`config.mk`:
```
export PLATFORM = sky130hd
export DESIGN_NAME = activation_throttle
export DESIGN_NICKNAME = d
export VERILOG_FILES = /design/src/throttle_pkg.sv /design/src/activation_throttle.sv
export VERILOG_INCLUDE_DIRS = /design/src
export SDC_FILE = /design/constraint.sdc
export NUM_CORES = 1
export LEC_CHECK = 0
export BUFFER_PORTS_ARGS = -buffer_cell sky130_fd_sc_hd__buf_4
export CORE_MARGIN = 3
export CORE_UTILIZATION = 50
export DETAILED_ROUTE_END_ITERATION = 16
export PLACE_DENSITY = 0.7
export SLEW_MARGIN = 20
export SYNTH_ARGS = -nofsm -noshare
export SYNTH_HDL_FRONTEND = slang
export SYNTH_SLANG_ARGS = --single-unit
```
`constraint.sdc`:
```
create_clock -name ref_clk_i -period 7.1 [get_ports ref_clk_i]
set_clock_uncertainty 0.15 [all_clocks]
set_input_delay 0.71 -clock ref_clk_i [delete_from_list [all_inputs] [get_ports ref_clk_i]]
set_output_delay 0.71 -clock ref_clk_i [all_outputs]
set_load 0.02 [all_outputs]
```
`src/throttle_params.svh`:
```
`ifndef THROTTLE_PARAMS_SVH
`define THROTTLE_PARAMS_SVH
// closed-loop throttle window length in core clocks, global window lengths in throttle windows
`define TW_LAST        11'd1343
`define GW_NORM_LAST   14'd16383
`define GW_SHORT_LAST  14'd3
`define CLEAN_NORM     5'd16
`define CLEAN_SHORT    5'd2
`define STAIR_STEP     8'h02
// configuration ring completion time for a register write
`define RING_LAST      6'd39
// register byte offsets
`define OFF_CTRL       8'h00
`define OFF_LIMITS     8'h04
`define OFF_GBL        8'h08
`define OFF_STATUS     8'h0c
// control field positions
`define CTL_CLOSED     0
`define CTL_HOTRESP    1
`define CTL_SHORT      2
// reset values and bus response codes
`define LOW_RST        8'h00
`define MID_RST        8'h00
`define HI_RST         8'h00
`define GBL_RST        8'h00
`define RESP_OK        2'b00
`define RESP_ERR       2'b10
`endif

```
`src/throttle_pkg.sv`:
```
`include "throttle_params.svh"
package throttle_pkg;
    // which preset feeds the active limit of a branch
    typedef enum logic [1:0] {
        SEL_LOW   = 2'b00,
        SEL_MID   = 2'b01,
        SEL_HIGH  = 2'b10,
        SEL_STAIR = 2'b11
    } sel_t;

    typedef struct packed {
        logic [10:0]            tw_cnt;
        logic [13:0]            gw_cnt;
        logic [1:0][3:0][9:0]   pair_win;
        logic [1:0][3:0][23:0]  pair_glb;
        logic [1:0]             over;
        logic [1:0]             flag;
        logic [1:0][4:0]        clean;
        sel_t [1:0]             sel;
        logic [1:0][7:0]        act_lim;
        logic [2:0]             ctrl;
        logic [7:0]             low;
        logic [7:0]             mid;
        logic [7:0]             hi;
        logic [7:0]             gbl;
        logic                   aw_have;
        logic                   w_have;
        logic [7:0]             waddr;
        logic [31:0]            wdata;
        logic [3:0]             wstrb;
        logic                   wbusy;
        logic [5:0]             wcnt;
        logic                   bvalid;
        logic [1:0]             bresp;
        logic                   rvalid;
        logic [31:0]            rdata;
        logic [1:0]             rresp;
    } state_t;
endpackage

```
`src/activation_throttle.sv`:
```
// Decided for this implementation: the address map and the AXI4-Lite register port.
`timescale 1ns/10ps
`include "throttle_params.svh"
// Operation
// - any DIMM at/above low, all below mid: load mid-level limit
// - limit 0 is unlimited; N allows 4N activates per throttle window
// - global window is whole multiple of the 1344-clock throttle window
// - normal global window is 16384 throttle windows
// - short-window select makes global window 4 throttle windows
// - count activates per DIMM pair per branch in 24-bit counters
// - pair count above global limit sets branch flag; flag forces mid
// - flag clears after 16 clean global windows in a row
// - short-window select needs only 2 clean windows
// - new excess restarts the clean-window count at mid level
// - all windows are timed in core clocks
// - a throttle register write takes about 40 core clocks
// - new low or mid values act at once; flag period goes on
// - below low threshold with flag clear: low-level limit
// - closed-loop select clear: only the flag picks low or mid
// - staircase: further rise lowers limit by 2, never below high
// - step mode: above mid threshold applies high-level limit
module activation_throttle
    import throttle_pkg::*;
(
    input  wire logic                 ref_clk_i,
    input  wire logic                 resetn_i,
    input  wire logic [7:0]           s_axi_awaddr_i,
    input  wire logic                 s_axi_awvalid_i,
    output logic                      s_axi_awready_o,
    input  wire logic [31:0]          s_axi_wdata_i,
    input  wire logic [3:0]           s_axi_wstrb_i,
    input  wire logic                 s_axi_wvalid_i,
    output logic                      s_axi_wready_o,
    output logic [1:0]                s_axi_bresp_o,
    output logic                      s_axi_bvalid_o,
    input  wire logic                 s_axi_bready_i,
    input  wire logic [7:0]           s_axi_araddr_i,
    input  wire logic                 s_axi_arvalid_i,
    output logic                      s_axi_arready_o,
    output logic [31:0]               s_axi_rdata_o,
    output logic [1:0]                s_axi_rresp_o,
    output logic                      s_axi_rvalid_o,
    input  wire logic                 s_axi_rready_i,
    input  wire logic [1:0]           temp_above_low_i,
    input  wire logic [1:0]           temp_above_mid_i,
    input  wire logic [1:0]           temp_rising_i,
    input  wire logic [1:0][3:0]      act_req_i,
    output logic [1:0][3:0]           act_block_o,
    output logic [1:0][7:0]           active_activation_limit_o,
    output logic [1:0]                global_throttle_flag_o
);

    // ****************************************************************
    // helpers
    // ****************************************************************
    // limit N allows 4N activates; zero never blocks
    function automatic logic at_limit(input logic [9:0] cnt,
                                      input logic [7:0] lim);
        at_limit = (lim != 8'h00) && (cnt >= {lim, 2'b00});
    endfunction

    function automatic logic [7:0] merge8(input logic [7:0] old,
                                          input logic [7:0] nw,
                                          input logic       en);
        merge8 = en ? nw : old;
    endfunction

    state_t q;
    state_t d;

    logic                   tw_end;
    logic                   gw_end;
    logic [1:0]             over_now;
    logic [1:0]             flag_now;
    logic [1:0][3:0]        act_go;
    logic [4:0]             clean_need;
    logic [13:0]            gw_last;
    logic [7:0]             stair_val;
    logic                   wr_go;
    logic                   rd_go;

    // ****************************************************************
    // window timing and activate counting
    // ****************************************************************
    // windows run on the core clock only, so limits read in core clocks
    always_comb begin
        gw_last  = q.ctrl[`CTL_SHORT] ? `GW_SHORT_LAST : `GW_NORM_LAST;
        tw_end   = (q.tw_cnt == `TW_LAST);
        gw_end   = tw_end && (q.gw_cnt >= gw_last);
        clean_need = q.ctrl[`CTL_SHORT] ? `CLEAN_SHORT
                                        : `CLEAN_NORM;
        for (int b = 0; b < 2; b++) begin
            over_now[b] = q.over[b];
            for (int p = 0; p < 4; p++) begin
                act_block_o[b][p] = at_limit(q.pair_win[b][p],
                                             q.act_lim[b]);
                act_go[b][p] = act_req_i[b][p] && !act_block_o[b][p];
                if (q.gbl != 8'h00 &&
                    q.pair_glb[b][p] > {q.gbl, 16'h0000}) begin
                    over_now[b] = 1'b1;
                end
            end
        end
    end

    // ****************************************************************
    // global flag, limit selection, register file and bus
    // ****************************************************************
    always_comb begin
        d = q;
        flag_now = q.flag;
        stair_val = 8'h00;
        wr_go = 1'b0;
        rd_go = 1'b0;
        // throttle window and global window counters
        d.tw_cnt = tw_end ? 11'd0 : q.tw_cnt + 11'd1;
        if (gw_end) begin
            d.gw_cnt = 14'd0;
        end else if (tw_end) begin
            d.gw_cnt = q.gw_cnt + 14'd1;
        end
        for (int b = 0; b < 2; b++) begin
            for (int p = 0; p < 4; p++) begin
                if (tw_end) begin
                    d.pair_win[b][p] = 10'd0;
                end else if (act_go[b][p] && q.pair_win[b][p] != 10'h3ff) begin
                    d.pair_win[b][p] = q.pair_win[b][p] + 10'd1;
                end
                if (gw_end) begin
                    d.pair_glb[b][p] = 24'd0;
                end else if (act_go[b][p] &&
                             q.pair_glb[b][p] != 24'hffffff) begin
                    d.pair_glb[b][p] = q.pair_glb[b][p] + 24'd1;
                end
            end
            d.over[b] = gw_end ? 1'b0 : over_now[b];
            // flag outcome of this window, used at once by selection
            if (gw_end) begin
                if (over_now[b]) begin
                    flag_now[b] = 1'b1;
                    d.clean[b] = 5'd0;
                end else if (q.flag[b]) begin
                    if (q.clean[b] + 5'd1 >= clean_need) begin
                        flag_now[b] = 1'b0;
                        d.clean[b] = 5'd0;
                    end else begin
                        d.clean[b] = q.clean[b] + 5'd1;
                    end
                end
            end
            d.flag[b] = flag_now[b];
            // preset choice is redone only when the global window expires
            if (gw_end) begin
                if (!q.ctrl[`CTL_CLOSED]) begin
                    d.sel[b] = flag_now[b] ? SEL_MID : SEL_LOW;
                end else if (temp_above_mid_i[b]) begin
                    if (q.ctrl[`CTL_HOTRESP]) begin
                        d.sel[b] = SEL_HIGH;
                    end else if (q.act_lim[b] > q.mid) begin
                        d.sel[b] = SEL_MID;
                    end else begin
                        d.sel[b] = SEL_STAIR;
                    end
                end else if (temp_above_low_i[b]) begin
                    d.sel[b] = SEL_MID;
                end else begin
                    d.sel[b] = flag_now[b] ? SEL_MID : SEL_LOW;
                end
            end
            // presets are read live so rewrites act at once
            unique case (d.sel[b])
                SEL_LOW:   d.act_lim[b] = q.low;
                SEL_MID:   d.act_lim[b] = q.mid;
                SEL_HIGH:  d.act_lim[b] = q.hi;
                SEL_STAIR: begin
                    stair_val = q.act_lim[b];
                    if (gw_end && q.sel[b] == SEL_STAIR &&
                        temp_rising_i[b]) begin
                        stair_val = q.act_lim[b] - `STAIR_STEP;
                        if (q.act_lim[b] < `STAIR_STEP) begin
                            stair_val = 8'h00;
                        end
                    end
                    // never below the high-level floor
                    d.act_lim[b] = (stair_val < q.hi) ? q.hi
                                                      : stair_val;
                end
            endcase
        end
        // write address and data taken in either order
        if (s_axi_awvalid_i && s_axi_awready_o) begin
            d.aw_have = 1'b1;
            d.waddr = s_axi_awaddr_i;
        end
        if (s_axi_wvalid_i && s_axi_wready_o) begin
            d.w_have = 1'b1;
            d.wdata = s_axi_wdata_i;
            d.wstrb = s_axi_wstrb_i;
        end
        // write travels the configuration ring before it lands
        if (q.aw_have && q.w_have && !q.wbusy && !q.bvalid) begin
            d.wbusy = 1'b1;
            d.wcnt = 6'd0;
        end
        if (q.wbusy) begin
            d.wcnt = q.wcnt + 6'd1;
            wr_go = (q.wcnt == `RING_LAST);
        end
        if (wr_go) begin
            d.wbusy = 1'b0;
            d.aw_have = 1'b0;
            d.w_have = 1'b0;
            d.bvalid = 1'b1;
            d.bresp = `RESP_OK;
            unique case (q.waddr)
                `OFF_CTRL: begin
                    if (q.wstrb[0]) begin
                        d.ctrl = q.wdata[2:0];
                    end
                end
                `OFF_LIMITS: begin
                    d.low = merge8(q.low, q.wdata[7:0], q.wstrb[0]);
                    d.mid = merge8(q.mid, q.wdata[15:8], q.wstrb[1]);
                    d.hi  = merge8(q.hi, q.wdata[23:16], q.wstrb[2]);
                end
                `OFF_GBL: begin
                    d.gbl = merge8(q.gbl, q.wdata[7:0], q.wstrb[0]);
                end
                `OFF_STATUS: ;
                default: d.bresp = `RESP_ERR;
            endcase
        end
        if (q.bvalid && s_axi_bready_i) begin
            d.bvalid = 1'b0;
        end
        // read answers one cycle after the address is taken
        rd_go = s_axi_arvalid_i && s_axi_arready_o;
        if (rd_go) begin
            d.rvalid = 1'b1;
            d.rresp = `RESP_OK;
            unique case (s_axi_araddr_i)
                `OFF_CTRL:   d.rdata = {29'd0, q.ctrl};
                `OFF_LIMITS: d.rdata = {8'h00, q.hi, q.mid, q.low};
                `OFF_GBL:    d.rdata = {24'd0, q.gbl};
                `OFF_STATUS: d.rdata = {8'h00, q.act_lim, 6'd0, q.flag};
                default: begin
                    d.rdata = 32'h00000000;
                    d.rresp = `RESP_ERR;
                end
            endcase
        end else if (q.rvalid && s_axi_rready_i) begin
            d.rvalid = 1'b0;
        end
    end

    // ready only while the slot is empty; one write in flight at a time
    assign s_axi_awready_o = !q.aw_have;
    assign s_axi_wready_o  = !q.w_have;
    assign s_axi_arready_o = !q.rvalid;
    assign s_axi_bvalid_o  = q.bvalid;
    assign s_axi_bresp_o   = q.bresp;
    assign s_axi_rvalid_o  = q.rvalid;
    assign s_axi_rdata_o   = q.rdata;
    assign s_axi_rresp_o   = q.rresp;
    assign active_activation_limit_o = q.act_lim;
    assign global_throttle_flag_o    = q.flag;

    // state register
    always_ff @(posedge ref_clk_i or negedge resetn_i) begin
        if (!resetn_i) begin
            q <= '0;
            q.low <= `LOW_RST;
            q.mid <= `MID_RST;
            q.hi  <= `HI_RST;
            q.gbl <= `GBL_RST;
            q.sel <= {SEL_LOW, SEL_LOW};
        end else begin
            q <= d;
        end
    end

    // ****************************************************************
    // checks
    // ****************************************************************
    a_tw_wrap: assert property (@(posedge ref_clk_i)
        disable iff (!resetn_i)
        q.tw_cnt == `TW_LAST |=> q.tw_cnt == 11'd0)
        else $error("throttle window did not wrap at its end");
    a_short_window: assert property (@(posedge ref_clk_i)
        disable iff (!resetn_i)
        q.ctrl[`CTL_SHORT] && tw_end |=> q.gw_cnt <= `GW_SHORT_LAST)
        else $error("short global window ran past four windows");
    a_norm_window: assert property (@(posedge ref_clk_i)
        disable iff (!resetn_i)
        gw_end |-> q.tw_cnt == `TW_LAST)
        else $error("global window ended off a throttle boundary");
    a_flag_set: assert property (@(posedge ref_clk_i)
        disable iff (!resetn_i)
        gw_end && over_now[0] |=> q.flag[0] && q.clean[0] == 5'd0)
        else $error("excess did not set the global flag");
    a_flag_restart: assert property (@(posedge ref_clk_i)
        disable iff (!resetn_i)
        q.flag[1] && gw_end && over_now[1] |=> q.clean[1] == 5'd0)
        else $error("excess did not restart the clean count");
    a_clean_bound: assert property (@(posedge ref_clk_i)
        disable iff (!resetn_i)
        q.clean[0] < `CLEAN_NORM)
        else $error("clean count passed its limit");
    a_block_limit: assert property (@(posedge ref_clk_i)
        disable iff (!resetn_i)
        act_block_o[0][0] |=> q.pair_win[0][0] == $past(q.pair_win[0][0])
            || q.pair_win[0][0] == 10'd0)
        else $error("blocked pair still counted an activate");
    a_stair_floor: assert property (@(posedge ref_clk_i)
        disable iff (!resetn_i)
        q.sel[0] == SEL_STAIR |-> q.act_lim[0] >= $past(q.hi))
        else $error("staircase went below the high-level limit");
    a_step_high: assert property (@(posedge ref_clk_i)
        disable iff (!resetn_i)
        gw_end && q.ctrl[`CTL_CLOSED] && q.ctrl[`CTL_HOTRESP] &&
            temp_above_mid_i[0] |=> q.act_lim[0] == $past(q.hi))
        else $error("step mode did not apply the high-level limit");
    a_open_loop: assert property (@(posedge ref_clk_i)
        disable iff (!resetn_i)
        gw_end && !q.ctrl[`CTL_CLOSED] |=> q.sel[0] ==
            ($past(flag_now[0]) ? SEL_MID : SEL_LOW))
        else $error("open loop chose the wrong preset");
    a_ring_delay: assert property (@(posedge ref_clk_i)
        disable iff (!resetn_i)
        $rose(q.wbusy) |-> !q.bvalid [*8])
        else $error("write answered before the ring delay");

endmodule // activation_throttle

```
# Yosys cells after proc, flatten, opt, wreduce, memory -nomap -nowiden
# Cells that the tools add are included.
# W data, S select, Z words.
op_classes:
  reduce_logical: 107
  n_mux: 99
  add_sub_neg: 23
  eq_ne: 32
  n_lt_le_gt_ge: 25
ops:
  columns: ["operator", "n"]
  rows:
  - ["$mux W24", 16]
  - ["$add A24 B1 Y24 const B", 8]
  - ["$gt A24 B24 Y1", 8]
  - ["$ne A24 B24 Y1 const B", 8]
  - ["$mux W10", 16]
  - ["$pmux W24 S4", 1]
  - ["$add A10 B1 Y10 const B", 8]
  - ["$ge A10 B10 Y1", 8]
  - ["$ne A10 B10 Y1 const B", 8]
  - ["$mux W8", 8]
  - ["$pmux W8 S4", 2]
  - ["$logic_and A1 B1 Y1", 53]
  - ["$reduce_bool A2 Y1", 25]
  - ["$mux W14", 3]
  - ["$mux W5", 7]
  - ["$eq A8 B4 Y1 const B", 4]
  - ["$mux W1", 29]
  - ["$mux W2", 13]
  - ["$reduce_bool A8 Y1", 3]
  - ["$eq A8 B3 Y1 const B", 2]
  - ["$gt A8 B8 Y1", 2]
  - ["$logic_not A8 Y1", 2]
  - ["$lt A8 B2 Y1 const B", 2]
  - ["$lt A8 B8 Y1", 2]
  - ["20 further kinds", 48]
totals:
  elab_cells: 329
  out_inout_bits: 67
  regBits: 448
  in_bits: 73

# Depth between registers and ports, before layout
logic_depth:
  depth_word: 18
  depth_mapped: 18
  depth_no_buf: 17

# Least setup slack after synthesis
# OpenSTA, ideal clock, no wires.
synth_timing:
  kind: "register to register"
  startpoint: "reg q[125] (netlist bit)"
  endpoint: "reg q, in the netlist active_activation_limit_o[0]"
  path_slack_ns: 2.754
  synth_period_minus_slack_ns: 4.346
  n_path_buf: 1
  setup_ns: 0.080
  arrival_time_ns: 4.115
  stages_incl_launch_ff: 19
  required_time_ns: 6.870
  cell_sequence: "dfrtp_1 > ha_1 > nand2_1 > o21ai_0 > a211oi_1 > nor2_1 > clkbuf_1 > nand2_1 > or4_1 > nand3_1 > ha_1 > a21o_1 > a21o_1 > a21oi_1 > nand4b_1 > a21oi_1 > a211oi_4 > mux2_2 > mux2i_1"
synth_rtl:
  columns: ["item", "line_no", "rtl"]
  rows:
  - ["start: declaration", "activation_throttle.sv:68", "state_t q;"]

==> flow_metrics.tcl <==
set metrics [dict create \
    status "finished, final reports clean" \
    grtUsageMet2_pct 38.6 \
    ys_seq_area_share_pct 41.0 \
    cts_inserted_buffers 47 \
    die_y_um 237 \
    wl_per_cell_um 18.3 \
    crit_required_ps 7460 \
    wirelength_um 66900 \
    synthFlopType "dfrtp_1" \
    ir_drop_uv 202 \
    async_reset_ff_share_pct 100 \
    clkTransAtPathRegs_ps 60 \
    num-fill-cells 4629 \
    clk_path_buf_depth 3 \
    p_per_area_nw_per_um2 237 \
    synth_cell_types 75 \
    cts_resized 0 \
    max_freq_mhz 188 \
    netlist.area_leader.share_pct 41.0 \
    hold_slack_ps 137 \
    grt-ovfl-total 0 \
    initial_utilization_pct 50.7 \
    fin_ws_ps 1790 \
    timing.max_cap.violations 0 \
    portBuffers 120 \
    cts_root_buf "clkbuf_16" \
    dieArea_um2 56300 \
    post-route-min-period_ps 5310 \
    tightest_slew_ps 1110 \
    cp_max_fo 18 \
    crit_arrival_ps 5660 \
    viasPerCell 5.89 \
    rsz0062_at_grt "no" \
    multiInputGateArea_um2 14600 \
    hold_path_class "in -> reg" \
    core_area_um2 52800 \
    clk_latency_ps 600 \
    met3_usage_pct 4.15 \
    postCtsSetupBuffers 0 \
    ant_nets 0 \
    yosys_warnings 0 \
    cts_hold_buffers 1 \
    ys_seq_elements 438 \
    grt_max_degree 166 \
    grtUsageTotal_pct 23.6 \
    relSlewSlack_pct 25.7 \
    vias 21469 \
    place_congestion 0.898 \
    h-tree-depth 2 \
    syn_area_um2 26700 \
    dp_slack_ps 1830 \
    use_met1_pct 32.2 \
    syn_avg_cell_area_um2 9.31 \
    drt-initial-drc-count 1414 \
    top_usage_layer "met2" \
    regArea_um2 11000 \
    grt_pass1_vias 21117 \
    nets 3211 \
    area_delta_synth_final_pct 10.8 \
    cp-end-kind "flip-flop" \
    io_pins 140 \
    startpoint_type "flip-flop" \
    final_layout_size_suffix_gt1_share_pct 11.0 \
    route.detailed.drc 0 \
    maxSlewViolCount 0 \
    cts_tree "yes" \
    synth-edff-count 0 \
    antenna_found_initial 1 \
    synth_top_area_cell "dfrtp_1" \
    dp_hpwl_um 46800 \
    syn_inst 2871 \
    tns_ps 0 \
    fin_crit_sh_pct 74.7 \
    grt_pass1_wl_um 110000 \
    rows 84 \
    p_leak_nw 13.7 \
    final_hold_viol_count 0 \
    clock-sinks 438 \
    p_total_mw 7.02 \
    setup_viol 0 \
    synth_area_leaders "dfrtp_1, ha_1, xnor2_1, nor2_1, nand2_1" \
    drt-pass1-iter-count 6 \
    die_width_um 237 \
    critPathKind "reg -> reg" \
]
[cells in the final DEF (no fill, tap or decap), drive strengths merged, types with 64 or more instances in the layout]
cell type	count
nand4	100
and3	64
a21oi	77
nand2	232
clkbuf	65
xor2	80
nor2	315
nor4	76
dfrtp	438
ha	213
o21ai	130
inv	139
nand3	142
nor3	100
xnor2	162
buf	147
mux2	69
[path summary, 6_finish.rpt]
path / start / end / slack (ps) / depth (start not counted)
max: q[125] / active_activation_limit_o[0] / 1790 / 16
min: s_axi_bready_i / s_axi_bvalid_o / 140 / 2
max reg2reg: q[125] / active_activation_limit_o[0] / 1790 / 16
min reg2reg: s_axi_rdata_o[14] / s_axi_rdata_o[14] / 330 / 2
max in group asynchronous: resetn_i / q[318] / 4820 / 3
min in group asynchronous: resetn_i / q[169] / 540 / 2
[synthesized netlist by cell type (all sizes together), types with 5 or more instances]
cell type  count
o211ai        11
buf           72
o41ai          9
mux2          69
ha           213
o21ai        130
nand2        232
and4          18
nor2b         17
nor4b         22
a211oi        10
or2            5
a22oi         22
o31ai         10
a21boi         7
nand4        100
or3           27
xnor2        162
a21oi         77
and2          20
a31oi          9
nand2b         9
nand3        142
nand4b         9
clkbuf        81
and3          64
a21o          24
o21a          18
dfrtp        438
or4           11
mux2i         56
inv          138
a21bo          5
xor2          80
nor3b          8
nor3         100
nor2         315
nor4          76
[cells by family after synthesis]
group                    Yosys count  synth area share, %
flip-flops                       438                 41.0
XOR/XNOR                         242                 7.93
adder cells (fa/ha/maj)          213                 9.97
AND/OR/NAND/NOR                 1187                 22.3
buffers and inverters            291                 4.86
multiplexers                     126                 5.09
AO/OA/AOI/OAI                    373                 8.88
other                              1               0.0140
[per-stage QoR]
step	std cells	util [%]	cell area (um2)
4_1_cts	3646	56.1	29600
5_1_grt	3648	56.2	29600
6_report	3648	56.2	29600
2_1_floorplan	2880	-	26800
3_3_place_gp	3562	53.2	28000
3_5_place_dp	3562	53.2	28100
[sequential cells by signal (all words and copies together), names as in the netlist]
signal / count
s_axi_rvalid_o: 1
global_throttle_flag_o: 2
s_axi_bresp_o: 1
s_axi_rdata_o: 24
s_axi_bvalid_o: 1
active_activation_limit_o: 16
q: 392
s_axi_rresp_o: 1
[final cells by class]
| class | instances | area share [%] |
|---|---|---|
| multi-input combinational | 2151 | 49.3 |
| antenna | 1 | 0.00844 |
| inverter | 138 | 1.75 |
| sequential | 438 | 37.0 |
| clock buffer | 64 | 4.49 |
| clock inverter | 19 | 0.735 |
| timing repair buffer | 149 | 3.85 |
| tap | 688 | 2.90 |
[routing by layer]
metal / wire length, um / part of all wire (%)
met1: 30100 / 45
met2: 31100 / 47
met3: 3730 / 5.6
met4: 1930 / 2.9
met5: 0 / 0
[worst max-delay path, stage by stage (launching register included)]
cell and delay [ps]:
dfrtp_1 660, ha_1 470, nand2_1 70, o21ai_0 390, a211oi_1 190, nor2_2 240, buf_4 340, nand2_1 220
nor4b_1 400, mux2i_1 360, ha_1 200, nand4_1 100, o21ai_0 260, nand2_1 150, a211oi_4 500, mux2_2 400
mux2i_1 120
[where the power goes]
part           internal (mW)  total, mW  switching (mW)
sequential              2.82       3.21           0.383
clock                   1.46       2.50            1.04
combinational          0.590       1.31           0.724
Note: power is estimated with default switching activity, not from simulation.
